<file path="src/core/psw_pkg.sv">
// Shared constants and types of the instruction sequencing block
package psw_pkg;

  // ****************************************************************
  // Status word field positions (bit 0 of a word is its lsb)
  // ****************************************************************
  localparam int unsigned SMASK_HI = 31;
  localparam int unsigned SMASK_LO = 24;
  localparam int unsigned KEY_HI = 23;
  localparam int unsigned KEY_LO = 20;
  localparam int unsigned ASCII_BIT = 19;
  localparam int unsigned MCHK_BIT = 18;
  localparam int unsigned WAIT_BIT = 17;
  localparam int unsigned PROB_BIT = 16;
  localparam int unsigned ICODE_HI = 15;
  localparam int unsigned ILC_HI = 31;
  localparam int unsigned ILC_LO = 30;
  localparam int unsigned CC_HI = 29;
  localparam int unsigned CC_LO = 28;
  localparam int unsigned PMASK_HI = 27;
  localparam int unsigned PMASK_LO = 24;
  localparam int unsigned IA_HI = 23;
  localparam int unsigned ADDR_W = 24;
  localparam int unsigned GR_COMP_HI = 23;

  // ****************************************************************
  // Reset values and fixed quantities
  // ****************************************************************
  localparam logic [31:0] PSW1_RST = 32'h0000_0000;
  localparam logic [31:0] PSW2_RST = 32'h0000_0000;
  localparam logic [23:0] ZERO_ADDR = 24'h00_0000;
  localparam logic [23:0] HALF_STEP = 24'h00_0002;
  localparam logic [23:0] FULL_STEP = 24'h00_0004;
  localparam logic [23:0] HALF_ALIGN = 24'hff_fffe;
  localparam logic [1:0] STATUS_LOAD_INSTR_LAST = 2'h3;
  localparam logic [1:0] ILC_ONE = 2'h1;
  localparam logic [1:0] ILC_TWO = 2'h2;

  // ****************************************************************
  // Opcode assignments
  // ****************************************************************
  localparam logic [7:0] OP_COND_BRANCH_REG = 8'h07;
  localparam logic [7:0] OP_COND_BRANCH = 8'h47;
  localparam logic [7:0] OP_PROG_MASK_SET = 8'h04;
  localparam logic [7:0] OP_SUP_CALL = 8'h0a;
  localparam logic [7:0] OP_SYS_MASK_SET = 8'h80;
  localparam logic [7:0] OP_STATUS_LOAD = 8'h82;
  localparam logic [7:0] OP_IO_START = 8'h8c;
  localparam logic [7:0] OP_IO_TEST = 8'h8d;
  localparam logic [7:0] OP_IO_HALT = 8'h8e;
  localparam logic [7:0] OP_CHAN_TEST = 8'h8f;
  // One bit per opcode: 64 standard codes and 44 floating codes
  localparam logic [255:0] STD_OP_MAP = {112'h0, 16'hffff, 48'h0,
    16'hffff, 32'h0, 32'hffff_ffff};
  localparam logic [255:0] FP_OP_MAP = {164'h0, 12'hfff, 16'h0,
    32'hffff_ffff, 32'h0};

  typedef enum logic [1:0] {
    FMT_REG_REG = 2'b00,
    FMT_INDEXED = 2'b01,
    FMT_STORAGE = 2'b10,
    FMT_OTHER = 2'b11
  } psw_fmt_t;

  typedef enum logic [1:0] {
    IO_START = 2'b00,
    IO_TEST = 2'b01,
    IO_HALT = 2'b10,
    IO_CHAN_TEST = 2'b11
  } psw_io_kind_t;

endpackage

</file>
<file path="src/core/psw_decode.sv">
// Opcode classifier: length, format and validity
`timescale 1ns/100ps
`default_nettype none
module psw_decode (
  input wire logic [7:0] opcode_i,
  input wire logic fp_present_i,
  output logic len2_o,
  output psw_pkg::psw_fmt_t fmt_o,
  output logic valid_o,
  output logic is_fp_o
);

  assign len2_o = (opcode_i[7:6] != 2'b00);
  assign fmt_o = psw_pkg::psw_fmt_t'(opcode_i[7:6]);
  assign is_fp_o = psw_pkg::FP_OP_MAP[opcode_i];
  // floating set only with the feature
  assign valid_o = psw_pkg::STD_OP_MAP[opcode_i] |
                   (psw_pkg::FP_OP_MAP[opcode_i] & fp_present_i);

endmodule
`default_nettype wire

</file>
<file path="src/core/psw_addr_gen.sv">
// Operand address former: base plus index plus displacement
`timescale 1ns/100ps
`default_nettype none
module psw_addr_gen (
  input wire logic [3:0] base_fld_i,
  input wire logic [3:0] idx_fld_i,
  input wire logic use_idx_i,
  input wire logic [11:0] disp_i,
  input wire logic [31:0] base_val_i,
  input wire logic [31:0] idx_val_i,
  output logic [23:0] addr_o
);

  logic [23:0] base_c;
  logic [23:0] idx_c;

  assign base_c = (base_fld_i == 4'h0) ? psw_pkg::ZERO_ADDR
                : base_val_i[psw_pkg::GR_COMP_HI:0];
  assign idx_c = (!use_idx_i || idx_fld_i == 4'h0) ? psw_pkg::ZERO_ADDR
               : idx_val_i[psw_pkg::GR_COMP_HI:0];
  assign addr_o = base_c + idx_c + {12'h000, disp_i};

endmodule
`default_nettype wire

</file>
<file path="src/core/psw_seq.sv">
// Instruction sequencer with the current program status word
`timescale 1ns/100ps
`default_nettype none
module psw_seq (
  input wire logic clock_i,
  input wire logic srst_i,
  input wire logic fp_present_i,
  output logic mem_req_o,
  output logic [23:0] mem_addr_o,
  input wire logic mem_ack_i,
  input wire logic [15:0] mem_rdata_i,
  input wire logic gr_we_i,
  input wire logic [3:0] gr_waddr_i,
  input wire logic [31:0] gr_wdata_i,
  output logic exec_start_o,
  output logic [7:0] exec_opcode_o,
  output logic [3:0] exec_r1_o,
  output logic [3:0] exec_r2_o,
  output logic [23:0] exec_addr_o,
  output logic exec_fp_o,
  input wire logic exec_done_i,
  input wire logic exec_cc_we_i,
  input wire logic [1:0] exec_cc_i,
  output logic io_start_o,
  output psw_pkg::psw_io_kind_t io_kind_o,
  output logic [23:0] io_addr_o,
  input wire logic io_done_i,
  input wire logic [1:0] io_cc_i,
  output logic prog_check_o,
  output logic svc_o,
  input wire logic intr_i,
  input wire logic [15:0] intr_code_i,
  input wire logic [63:0] intr_new_psw_i,
  output logic intr_ack_o,
  output logic [63:0] old_psw_o,
  output logic [63:0] psw_o,
  input wire logic [7:0] io_pend_i,
  output logic [7:0] irq_pend_o,
  input wire logic mcheck_i,
  output logic mcheck_irq_o
);

  // ****************************************************************
  // State and storage
  // ****************************************************************
  typedef enum logic [6:0] {
    ST_NEXT = 7'b000_0001,
    ST_FETCH_HI = 7'b000_0010,
    ST_FETCH_LO = 7'b000_0100,
    ST_DISPATCH = 7'b000_1000,
    ST_MEM_RD = 7'b001_0000,
    ST_EXEC_WAIT = 7'b010_0000,
    ST_IO_WAIT = 7'b100_0000
  } psw_state_t;

  psw_state_t state;
  psw_state_t next_state;
  logic [31:0] psw1;
  logic [31:0] psw2;
  logic [31:0] gr [16];
  logic [15:0] ir_hi;
  logic [15:0] ir_lo;
  logic [63:0] load_buf;
  logic [1:0] rd_cnt;
  logic [23:0] op_addr;
  logic len2;
  psw_pkg::psw_fmt_t fmt;
  logic op_valid;
  logic op_fp;
  logic [7:0] op;
  logic [3:0] r1;
  logic [3:0] r2;
  logic take_mem;
  logic is_branch;
  logic br_taken;
  logic [23:0] br_target;
  logic is_io;
  logic is_status_load_instr;
  logic is_ssm;
  logic is_spm;
  logic is_svc;
  logic intr_go;
  logic fetch_go;
  logic rd_last;
  logic [23:0] ia;
  logic [1:0] cc;
  logic exec_addr_o_lsb;

  assign op = ir_hi[15:8];
  assign r1 = ir_hi[7:4];
  assign r2 = ir_hi[3:0];
  assign ia = psw2[psw_pkg::IA_HI:0];
  assign cc = psw2[psw_pkg::CC_HI:psw_pkg::CC_LO];
  assign take_mem = mem_req_o & mem_ack_i;
  assign psw_o = {psw1, psw2};
  assign intr_go = (state == ST_NEXT) && intr_i;
  assign fetch_go = (state == ST_NEXT) && !intr_i &&
                    !psw1[psw_pkg::WAIT_BIT];
  assign rd_last = is_ssm || (rd_cnt == psw_pkg::STATUS_LOAD_INSTR_LAST);

  psw_decode u_decode (
    .opcode_i(op),
    .fp_present_i(fp_present_i),
    .len2_o(len2),
    .fmt_o(fmt),
    .valid_o(op_valid),
    .is_fp_o(op_fp)
  );

  psw_addr_gen u_addr (
    .base_fld_i(ir_lo[15:12]),
    .idx_fld_i(r2),
    .use_idx_i(fmt == psw_pkg::FMT_INDEXED),
    .disp_i(ir_lo[11:0]),
    .base_val_i(gr[ir_lo[15:12]]),
    .idx_val_i(gr[r2]),
    .addr_o(op_addr)
  );

  assign is_branch = (op == psw_pkg::OP_COND_BRANCH_REG) ||
                     (op == psw_pkg::OP_COND_BRANCH);
  assign is_status_load_instr = (op == psw_pkg::OP_STATUS_LOAD);
  assign is_ssm = (op == psw_pkg::OP_SYS_MASK_SET);
  assign is_spm = (op == psw_pkg::OP_PROG_MASK_SET);
  assign is_svc = (op == psw_pkg::OP_SUP_CALL);
  // four I/O opcodes share one port
  assign is_io = (op[7:2] == psw_pkg::OP_IO_START[7:2]);
  // mask bit 0 stands for code 0
  assign br_taken = ir_hi[4'd7 - {2'b00, cc}];
  assign br_target = (fmt == psw_pkg::FMT_REG_REG)
                   ? gr[r2][psw_pkg::GR_COMP_HI:0] : op_addr;

  // ****************************************************************
  // Sequencing state machine
  // ****************************************************************
  always_comb begin
    next_state = state;
    case (state)
      ST_NEXT: begin
        if (fetch_go) begin
          next_state = ST_FETCH_HI;
        end
      end
      ST_FETCH_HI: begin
        if (take_mem) begin
          next_state = (mem_rdata_i[15:14] != 2'b00) ? ST_FETCH_LO
                     : ST_DISPATCH;
        end
      end
      ST_FETCH_LO: begin
        if (take_mem) begin
          next_state = ST_DISPATCH;
        end
      end
      ST_DISPATCH: begin
        if (!op_valid || is_branch || is_spm || is_svc) begin
          next_state = ST_NEXT;
        end else if (is_status_load_instr || is_ssm) begin
          next_state = ST_MEM_RD;
        end else if (is_io) begin
          next_state = ST_IO_WAIT;
        end else begin
          next_state = ST_EXEC_WAIT;
        end
      end
      ST_MEM_RD: begin
        if (take_mem && rd_last) begin
          next_state = ST_NEXT;
        end
      end
      ST_EXEC_WAIT: begin
        if (exec_done_i) begin
          next_state = ST_NEXT;
        end
      end
      ST_IO_WAIT: begin
        if (io_done_i) begin
          next_state = ST_NEXT;
        end
      end
      default: begin
        next_state = ST_NEXT;
      end
    endcase
  end

  always_ff @(posedge clock_i) begin
    if (srst_i) begin
      state <= ST_NEXT;
    end else begin
      state <= next_state;
    end
  end

  // ****************************************************************
  // Storage port and instruction register
  // ****************************************************************
  // fetch at current address
  // no prefetch; fetch starts after completion
  always_ff @(posedge clock_i) begin
    if (srst_i) begin
      mem_req_o <= 1'b0;
      mem_addr_o <= psw_pkg::ZERO_ADDR;
      ir_hi <= 16'h0000;
      ir_lo <= 16'h0000;
      rd_cnt <= 2'h0;
      load_buf <= 64'h0;
    end else begin
      if (take_mem) begin
        mem_req_o <= 1'b0;
      end
      if (fetch_go) begin
        mem_req_o <= 1'b1;
        mem_addr_o <= ia;
      end
      if (state == ST_FETCH_HI && take_mem) begin
        ir_hi <= mem_rdata_i;
        ir_lo <= 16'h0000;
        if (mem_rdata_i[15:14] != 2'b00) begin
          mem_req_o <= 1'b1;
          mem_addr_o <= ia + psw_pkg::HALF_STEP;
        end
      end
      if (state == ST_FETCH_LO && take_mem) begin
        ir_lo <= mem_rdata_i;
      end
      if (state == ST_DISPATCH && op_valid && (is_status_load_instr || is_ssm)) begin
        mem_req_o <= 1'b1;
        mem_addr_o <= op_addr & psw_pkg::HALF_ALIGN;
        rd_cnt <= 2'h0;
        exec_addr_o_lsb <= op_addr[0];
      end
      if (state == ST_MEM_RD && take_mem) begin
        load_buf <= {load_buf[47:0], mem_rdata_i};
        rd_cnt <= rd_cnt + 2'h1;
        if (!rd_last) begin
          mem_req_o <= 1'b1;
          mem_addr_o <= mem_addr_o + psw_pkg::HALF_STEP;
        end
      end
    end
  end

  // ****************************************************************
  // General registers
  // ****************************************************************
  always_ff @(posedge clock_i) begin
    if (srst_i) begin
      for (int i = 0; i < 16; i++) begin
        gr[i] <= 32'h0000_0000;
      end
    end else if (gr_we_i) begin
      gr[gr_waddr_i] <= gr_wdata_i;
    end
  end

  // ****************************************************************
  // Current status word
  // ****************************************************************
  // stored on interrupt, new word adopted
  always_ff @(posedge clock_i) begin
    if (srst_i) begin
      psw1 <= psw_pkg::PSW1_RST;
      psw2 <= psw_pkg::PSW2_RST;
    end else if (intr_go) begin
      psw1 <= intr_new_psw_i[63:32];
      psw2 <= intr_new_psw_i[31:0];
    end else if (state == ST_DISPATCH) begin
      psw2[psw_pkg::IA_HI:0] <= ia + (len2 ? psw_pkg::FULL_STEP
                                            : psw_pkg::HALF_STEP);
      psw2[psw_pkg::ILC_HI:psw_pkg::ILC_LO] <= len2 ? psw_pkg::ILC_TWO
                                                      : psw_pkg::ILC_ONE;
      if (op_valid && is_branch && br_taken) begin
        psw2[psw_pkg::IA_HI:0] <= br_target & psw_pkg::HALF_ALIGN;
      end
      if (op_valid && is_spm) begin
        psw2[psw_pkg::PMASK_HI:psw_pkg::PMASK_LO] <= gr[r1][27:24];
      end
      if (op_valid && is_svc) begin
        psw1[psw_pkg::ICODE_HI:0] <= {8'h00, ir_hi[7:0]};
      end
    end else if (state == ST_MEM_RD && take_mem && rd_last) begin
      if (is_ssm) begin
        // system mask set touches only bits 0-7
        psw1[psw_pkg::SMASK_HI:psw_pkg::SMASK_LO] <=
          exec_addr_o_lsb ? mem_rdata_i[7:0] : mem_rdata_i[15:8];
      end else begin
        // status load replaces the whole word
        psw1 <= load_buf[47:16];
        psw2 <= {load_buf[15:0], mem_rdata_i};
      end
    end else if (state == ST_EXEC_WAIT && exec_done_i && exec_cc_we_i) begin
      // code written only by code-setting ops
      psw2[psw_pkg::CC_HI:psw_pkg::CC_LO] <= exec_cc_i;
    end else if (state == ST_IO_WAIT && io_done_i) begin
      psw2[psw_pkg::CC_HI:psw_pkg::CC_LO] <= io_cc_i;
    end
  end

  // old word captured at the exchange
  always_ff @(posedge clock_i) begin
    if (srst_i) begin
      old_psw_o <= 64'h0;
      intr_ack_o <= 1'b0;
    end else begin
      intr_ack_o <= intr_go;
      if (intr_go) begin
        old_psw_o <= {psw1[31:16], intr_code_i, psw2};
      end
    end
  end

  // ****************************************************************
  // Execution and I/O hand-off
  // ****************************************************************
  always_ff @(posedge clock_i) begin
    if (srst_i) begin
      exec_start_o <= 1'b0;
      exec_opcode_o <= 8'h00;
      exec_r1_o <= 4'h0;
      exec_r2_o <= 4'h0;
      exec_addr_o <= psw_pkg::ZERO_ADDR;
      exec_fp_o <= 1'b0;
      io_start_o <= 1'b0;
      io_kind_o <= psw_pkg::IO_START;
      io_addr_o <= psw_pkg::ZERO_ADDR;
      prog_check_o <= 1'b0;
      svc_o <= 1'b0;
    end else begin
      exec_start_o <= (state == ST_DISPATCH) && (next_state == ST_EXEC_WAIT);
      // I/O order handed to the channels
      io_start_o <= (state == ST_DISPATCH) && (next_state == ST_IO_WAIT);
      prog_check_o <= (state == ST_DISPATCH) && !op_valid;
      svc_o <= (state == ST_DISPATCH) && op_valid && is_svc;
      if (state == ST_DISPATCH) begin
        exec_opcode_o <= op;
        exec_r1_o <= r1;
        exec_r2_o <= r2;
        exec_addr_o <= op_addr;
        exec_fp_o <= op_fp;
        io_kind_o <= psw_pkg::psw_io_kind_t'(op[1:0]);
        io_addr_o <= op_addr;
      end
    end
  end

  // ****************************************************************
  // Interrupt gating
  // ****************************************************************
  // masked sources stay pending upstream
  // bit 0, 1, 2 channels, bit 7 external
  // machine check passes only with bit 13
  always_ff @(posedge clock_i) begin
    if (srst_i) begin
      irq_pend_o <= 8'h00;
      mcheck_irq_o <= 1'b0;
    end else begin
      for (int i = 0; i < 8; i++) begin
        irq_pend_o[i] <= io_pend_i[i] & psw1[psw_pkg::SMASK_HI - i];
      end
      mcheck_irq_o <= mcheck_i & psw1[psw_pkg::MCHK_BIT];
    end
  end

endmodule
`default_nettype wire

</file>
<file path="config.mk">
export PLATFORM = sky130hd
export DESIGN_NAME = psw_seq
export DESIGN_NICKNAME = d
export VERILOG_FILES = /design/src/core/psw_pkg.sv /design/src/core/psw_decode.sv /design/src/core/psw_addr_gen.sv /design/src/core/psw_seq.sv
export SDC_FILE = /design/constraint.sdc
export NUM_CORES = 2
export LEC_CHECK = 0
export ABC_AREA = 1
export BUFFER_PORTS_ARGS = -buffer_cell sky130_fd_sc_hd__buf_2
export CAP_MARGIN = 30
export CORE_ASPECT_RATIO = 1.25
export CORE_MARGIN = 3
export CORE_UTILIZATION = 50
export CTS_BUF_LIST = sky130_fd_sc_hd__clkbuf_8 sky130_fd_sc_hd__clkbuf_16
export DETAILED_ROUTE_END_ITERATION = 10
export PLACE_DENSITY = 0.73
export SLEW_MARGIN = 10
export SYNTH_ARGS = -nofsm -noshare
export SYNTH_HDL_FRONTEND = slang
export SYNTH_SLANG_ARGS = --single-unit
export TNS_END_PERCENT = 20
</file>
<file path="constraint.sdc">
create_clock -name clock_i -period 5.1 [get_ports clock_i]
set_input_delay 1.02 -clock clock_i [delete_from_list [all_inputs] [get_ports clock_i]]
set_output_delay 1.02 -clock clock_i [all_outputs]
set_load 0.02 [all_outputs]
</file>
==> results.txt <==
The flow ran to the end, and the final reports show no timing, DRC or antenna violations. The remaining antenna violation count is 0. The final-report max-slew violation count is 0. The total number of clock tree sinks is 760.

The filler-free cell count of the finished design is approximately 6300. The number of nets in the finished design is 5367. In this run the static leakage power is 18.6 nW. For this run, design rule violations remaining after detail routing come to 0. Derived from the worst setup path, the maximum achievable clock frequency is 215 MHz.

The number of H-tree branching levels came out at 3. The horizontal extent of the die came out at 258 um. The peak supply drop came out at roughly 0.23 mV. The wire length per cell is 23.9 um. The overall via count from detail_route came out at about 38000. The class of the tightest hold or removal check is flip-flop to flip-flop. Routability-driven placement finished with a final weighted congestion of 1.01. The clock tree root driver cell is sky130_fd_sc_hd__clkbuf_16.

The critical path crosses 21 cells after its start point. The number of hold-repair buffers added at the cts stage is 0. Summed over all failing endpoints, the final setup total negative slack is 0 ns. The synthesized design devotes to its leading area cell type 34.0% of total area. The share of flip-flops with an asynchronous set or reset came out at 0%. The busiest metal layer after global routing is met2. The longest individual stage delay on the worst path came out at 0.48 ns. The worst setup path is launched from a flip-flop. The portion of the clock cycle consumed by the worst path in the final layout came out at between 90% and 100%.

After clock tree synthesis, the setup repair step added 0 buffers. In this run the tightest slew margin relative to its limit is 31.2%. The initial cell density of the core came out at 50.9%. The largest fanout of any net on the critical path is 33. The most common cell in the synthesized netlist is sky130_fd_sc_hd__nor2_1. The combined buffer and inverter count along the critical path is 2. The pin count of the biggest net entering global routing came out at 199.

The placed instance count came out at 6124. The number of antenna violations at the first check in global routing came to 5. The required time at the endpoint of the critical path is 5.67 ns. The setup slack on the worst flop-to-flop path came out at 0.45 ns. The first global-routing pass estimated 220 mm of wire. The via count normalized by instance count is 6.08. In the post-synthesis netlist, the biggest area contributors are sky130_fd_sc_hd__edfxtp_1, sky130_fd_sc_hd__dfxtp_1, sky130_fd_sc_hd__o21ai_0. The total area inside the core boundary comes to 0.0780 sq mm. The kind of cell with the highest combined delay along the critical path is compound AO/OA/AOI/OAI gates. At the pin with the least slew margin, the transition time is 1.03 ns. The layout cell share with drive strength beyond 1 is a little over an eighth. The number of synthesized register bits is 760. In this run the critical register-to-register path is captured at psw2[22]$_SDFFE_PP0P_. The routed design has ~150 mm of wire.

STA classifies the critical path endpoint as a flip-flop. Counting distinct cell types in the post-synthesis netlist gives 56. The share of the yosys chip area belonging to registers is 49.7%.

In this run the count of I/O pins placed on the die edge is 388. The number of buffers inserted during clock tree synthesis is 77. The total count of hold-check failures in the final report came out at 0.

The number of flops mapped to enable cells by yosys is ~450. The Yosys step of the flow raised 0 warnings. The area used by sequential logic in the layout is between 0.015 and 0.02 sq mm. The dominant cell type by count on the critical path is sky130_fd_sc_hd__nand2_1. TritonCTS built the clock tree.

Post-CTS repair changed the size of 0 cells. The slowest stage of the critical path belongs to the cell sky130_fd_sc_hd__a21oi_1. The fraction of met2 tracks used by global routing is just under 60%. Setup violations remaining at the end of the flow were counted as 0. The synthesized netlist net count came out at approximately 5200.

After synthesis, the mean cell area works out to 8.02 sq um. The area of the multi-input gates came out at 0.0167 sq mm. The commonest cells after synthesis are sky130_fd_sc_hd__nor2_1, sky130_fd_sc_hd__o21ai_0, sky130_fd_sc_hd__a21oi_1, sky130_fd_sc_hd__nand2_1, sky130_fd_sc_hd__edfxtp_1.

The pre-antenna-repair detailed-routing pass consisted of 6 iterations. The logic depth of the worst register-to-register path came out at 21. Compared with the post-synthesis result, the final layout area differs by 14.0%. From bottom edge to top edge, the die measures 321 um. Walking the worst path, the cells encountered are buf_4 > buf_4 > o21ai_0 > o21ai_0 > o211ai_1 > a21oi_1 > ha_1 > ha_1 > nand2_1 > o21ai_0 > o21bai_1 > nand2_1 > nand3_1 > nand2_1 > nand2_1 > nor2_1 > o21ai_0 > o21ai_0 > nand2_1 > nand2_1 > a21oi_1. For the finished layout, the period the worst path requires is 4.65 ns. The number of core rows is 114. Synthesis produced 4949 cells. Summed over all nets, the half-perimeter wirelength after detailed placement is 98.9 mm. The largest total area in the synthesized netlist belongs to sky130_fd_sc_hd__edfxtp_1. The via count of the first global-routing pass came out at 35900. The number of inserted filler cells in the final layout came out at 7048. The critical path start-end classification is flip-flop to flip-flop. Clock latency on the worst-skew pair, taken at its later pin, is 0.66 ns. The endpoint of the worst setup timing path is psw2[22]$_SDFFE_PP0P_. For this run, global-route usage on met1 was measured as a little over two fifths. Summed over all layers, the global routing overflow is 0. Across the run, the number of max-cap violations was 0.

Data on the critical path arrives at its endpoint at 5.22 ns. The floorplan step defined a die boundary enclosing around 0.083 sq mm. After the first detailed-routing iteration, the DRC count stood at around 5200. Setup repair after global routing left no endpoint under its margin. The global-route track usage on met3 came out at 7.20%.

The ratio of total power to cell area came out at 324 mW/mm^2. The overall global routing resource usage came out at 35.1%. The count of input and output buffers is around 380.

The buffer levels on the longest clock path came out at 3. After synthesis the cells add up to 0.0397 sq mm. The most used flip-flop cell after synthesis is sky130_fd_sc_hd__edfxtp_1. Across the routed clock network, the largest skew measured is 0.0346 ns. After clock tree synthesis, the clock-pin slew on the worst setup and hold paths is around 0.060 ns.
## metal layers
metal	up-vias	share of wire, %	routed length (um)
met3	639	11	17000
met2	2583	46	69200
met4	4	7.9	11900
met1	17700	35	52000
met5	-	0.010	15
li1	17200	-	-
## cells in the final DEF, fill, tap and decap left out, types with 16 or more instances in the layout
cell and instances:
sky130_fd_sc_hd__nor2_1 836, sky130_fd_sc_hd__dfxtp_1 304, sky130_fd_sc_hd__clkbuf_16 78, sky130_fd_sc_hd__edfxtp_1 449, sky130_fd_sc_hd__a31oi_1 20, sky130_fd_sc_hd__o221ai_1 20
sky130_fd_sc_hd__mux2i_1 16, sky130_fd_sc_hd__xor2_1 38, sky130_fd_sc_hd__ha_1 38, sky130_fd_sc_hd__buf_4 130, sky130_fd_sc_hd__nand4_1 22, sky130_fd_sc_hd__nand2_1 522
sky130_fd_sc_hd__nand3_1 269, sky130_fd_sc_hd__buf_2 383, sky130_fd_sc_hd__a21oi_1 560, sky130_fd_sc_hd__inv_1 435, sky130_fd_sc_hd__o21ai_0 675, sky130_fd_sc_hd__buf_12 16
sky130_fd_sc_hd__nor3_1 36, sky130_fd_sc_hd__inv_2 19, sky130_fd_sc_hd__o211ai_1 159
## metrics by stage
stage	hold slack [ns]	setup slack (ns)	area [sq um]	utilization, %	total power, W
final	0.441	0.448	45200	57.9	0.0146
after global placement	0.427	0.561	42600	54.6	0.00885
after floorplan	0.433	0.602	39700	-	0.00819
after detailed placement	0.430	0.560	42600	54.6	0.00889
after global routing	0.463	0.105	45200	57.9	0.0151
after CTS	0.440	0.527	45100	57.9	0.0146
## worst register-to-register path, delay by kind of cell (launching register included)
family / cells / cell delay, ns
AOI/OAI and AO/OA: 9 / 1.79
adders and majority gates: 2 / 0.73
buffers and inverters: 2 / 0.81
DFF: 1 / 0.40
and+or+nand+nor: 8 / 0.84
## logic make-up after synthesis
group | after synthesis | share of synthesized area (%)
and+or+nand+nor | 1726 | 18.0
xor gates and xnor gates | 53 | 1.17
buffers and inverters | 847 | 8.41
DFF | 760 | 49.7
AOI/OAI and AO/OA | 1494 | 20.5
muxes | 17 | 0.432
adders and majority gates | 52 | 1.90
## how the worst min path moves through the flow
stage,start,end,slack (ns),depth (start not counted)
3_3_place_gp,psw1[7]$_SDFFE_PP0P_,psw1[7]$_SDFFE_PP0P_,0.43,2
6_report,psw1[7]$_SDFFE_PP0P_,psw1[7]$_SDFFE_PP0P_,0.44,2
4_1_cts,psw1[2]$_SDFFE_PP0P_,psw1[2]$_SDFFE_PP0P_,0.44,2
5_1_grt,psw1[2]$_SDFFE_PP0P_,psw1[2]$_SDFFE_PP0P_,0.46,2
3_5_place_dp,psw1[2]$_SDFFE_PP0P_,psw1[2]$_SDFFE_PP0P_,0.43,2
2_1_floorplan,rd_cnt[0]$_SDFFE_PP0P_,rd_cnt[0]$_SDFFE_PP0P_,0.43,1
## where the power goes
| part | leakage (nW) | internal [W] | switching [W] |
|---|---|---|---|
| Sequential | 6.82 | 0.00687 | 0.000254 |
| Combinational | 10.5 | 0.000468 | 0.00123 |
| Clock | 1.30 | 0.00325 | 0.00256 |
## state kept, by name (all words and copies together) (netlist names), 2 cells and up, named ones only
signal	flops
ir_lo	16
gr	448
io_addr_o	24
exec_r1_o	4
ir_hi	16
exec_r2_o	4
psw2	32
psw1	32
exec_opcode_o	8
state	7
mem_addr_o	24
old_psw_o	64
rd_cnt	2
load_buf	48
irq_pend_o	8
## area by class of cell
cell class                      count  area share [%]
Multi-Input combinational cell   3342            36.8
Inverter                          449            3.75
Tap cell                         1044            2.89
Clock inverter                     55            1.06
Clock buffer                       87            4.59
Sequential cell                   760            43.6
Timing Repair Buffer              531            7.23
Antenna cell                        3          0.0166
Power figures use the tool's default switching activity.
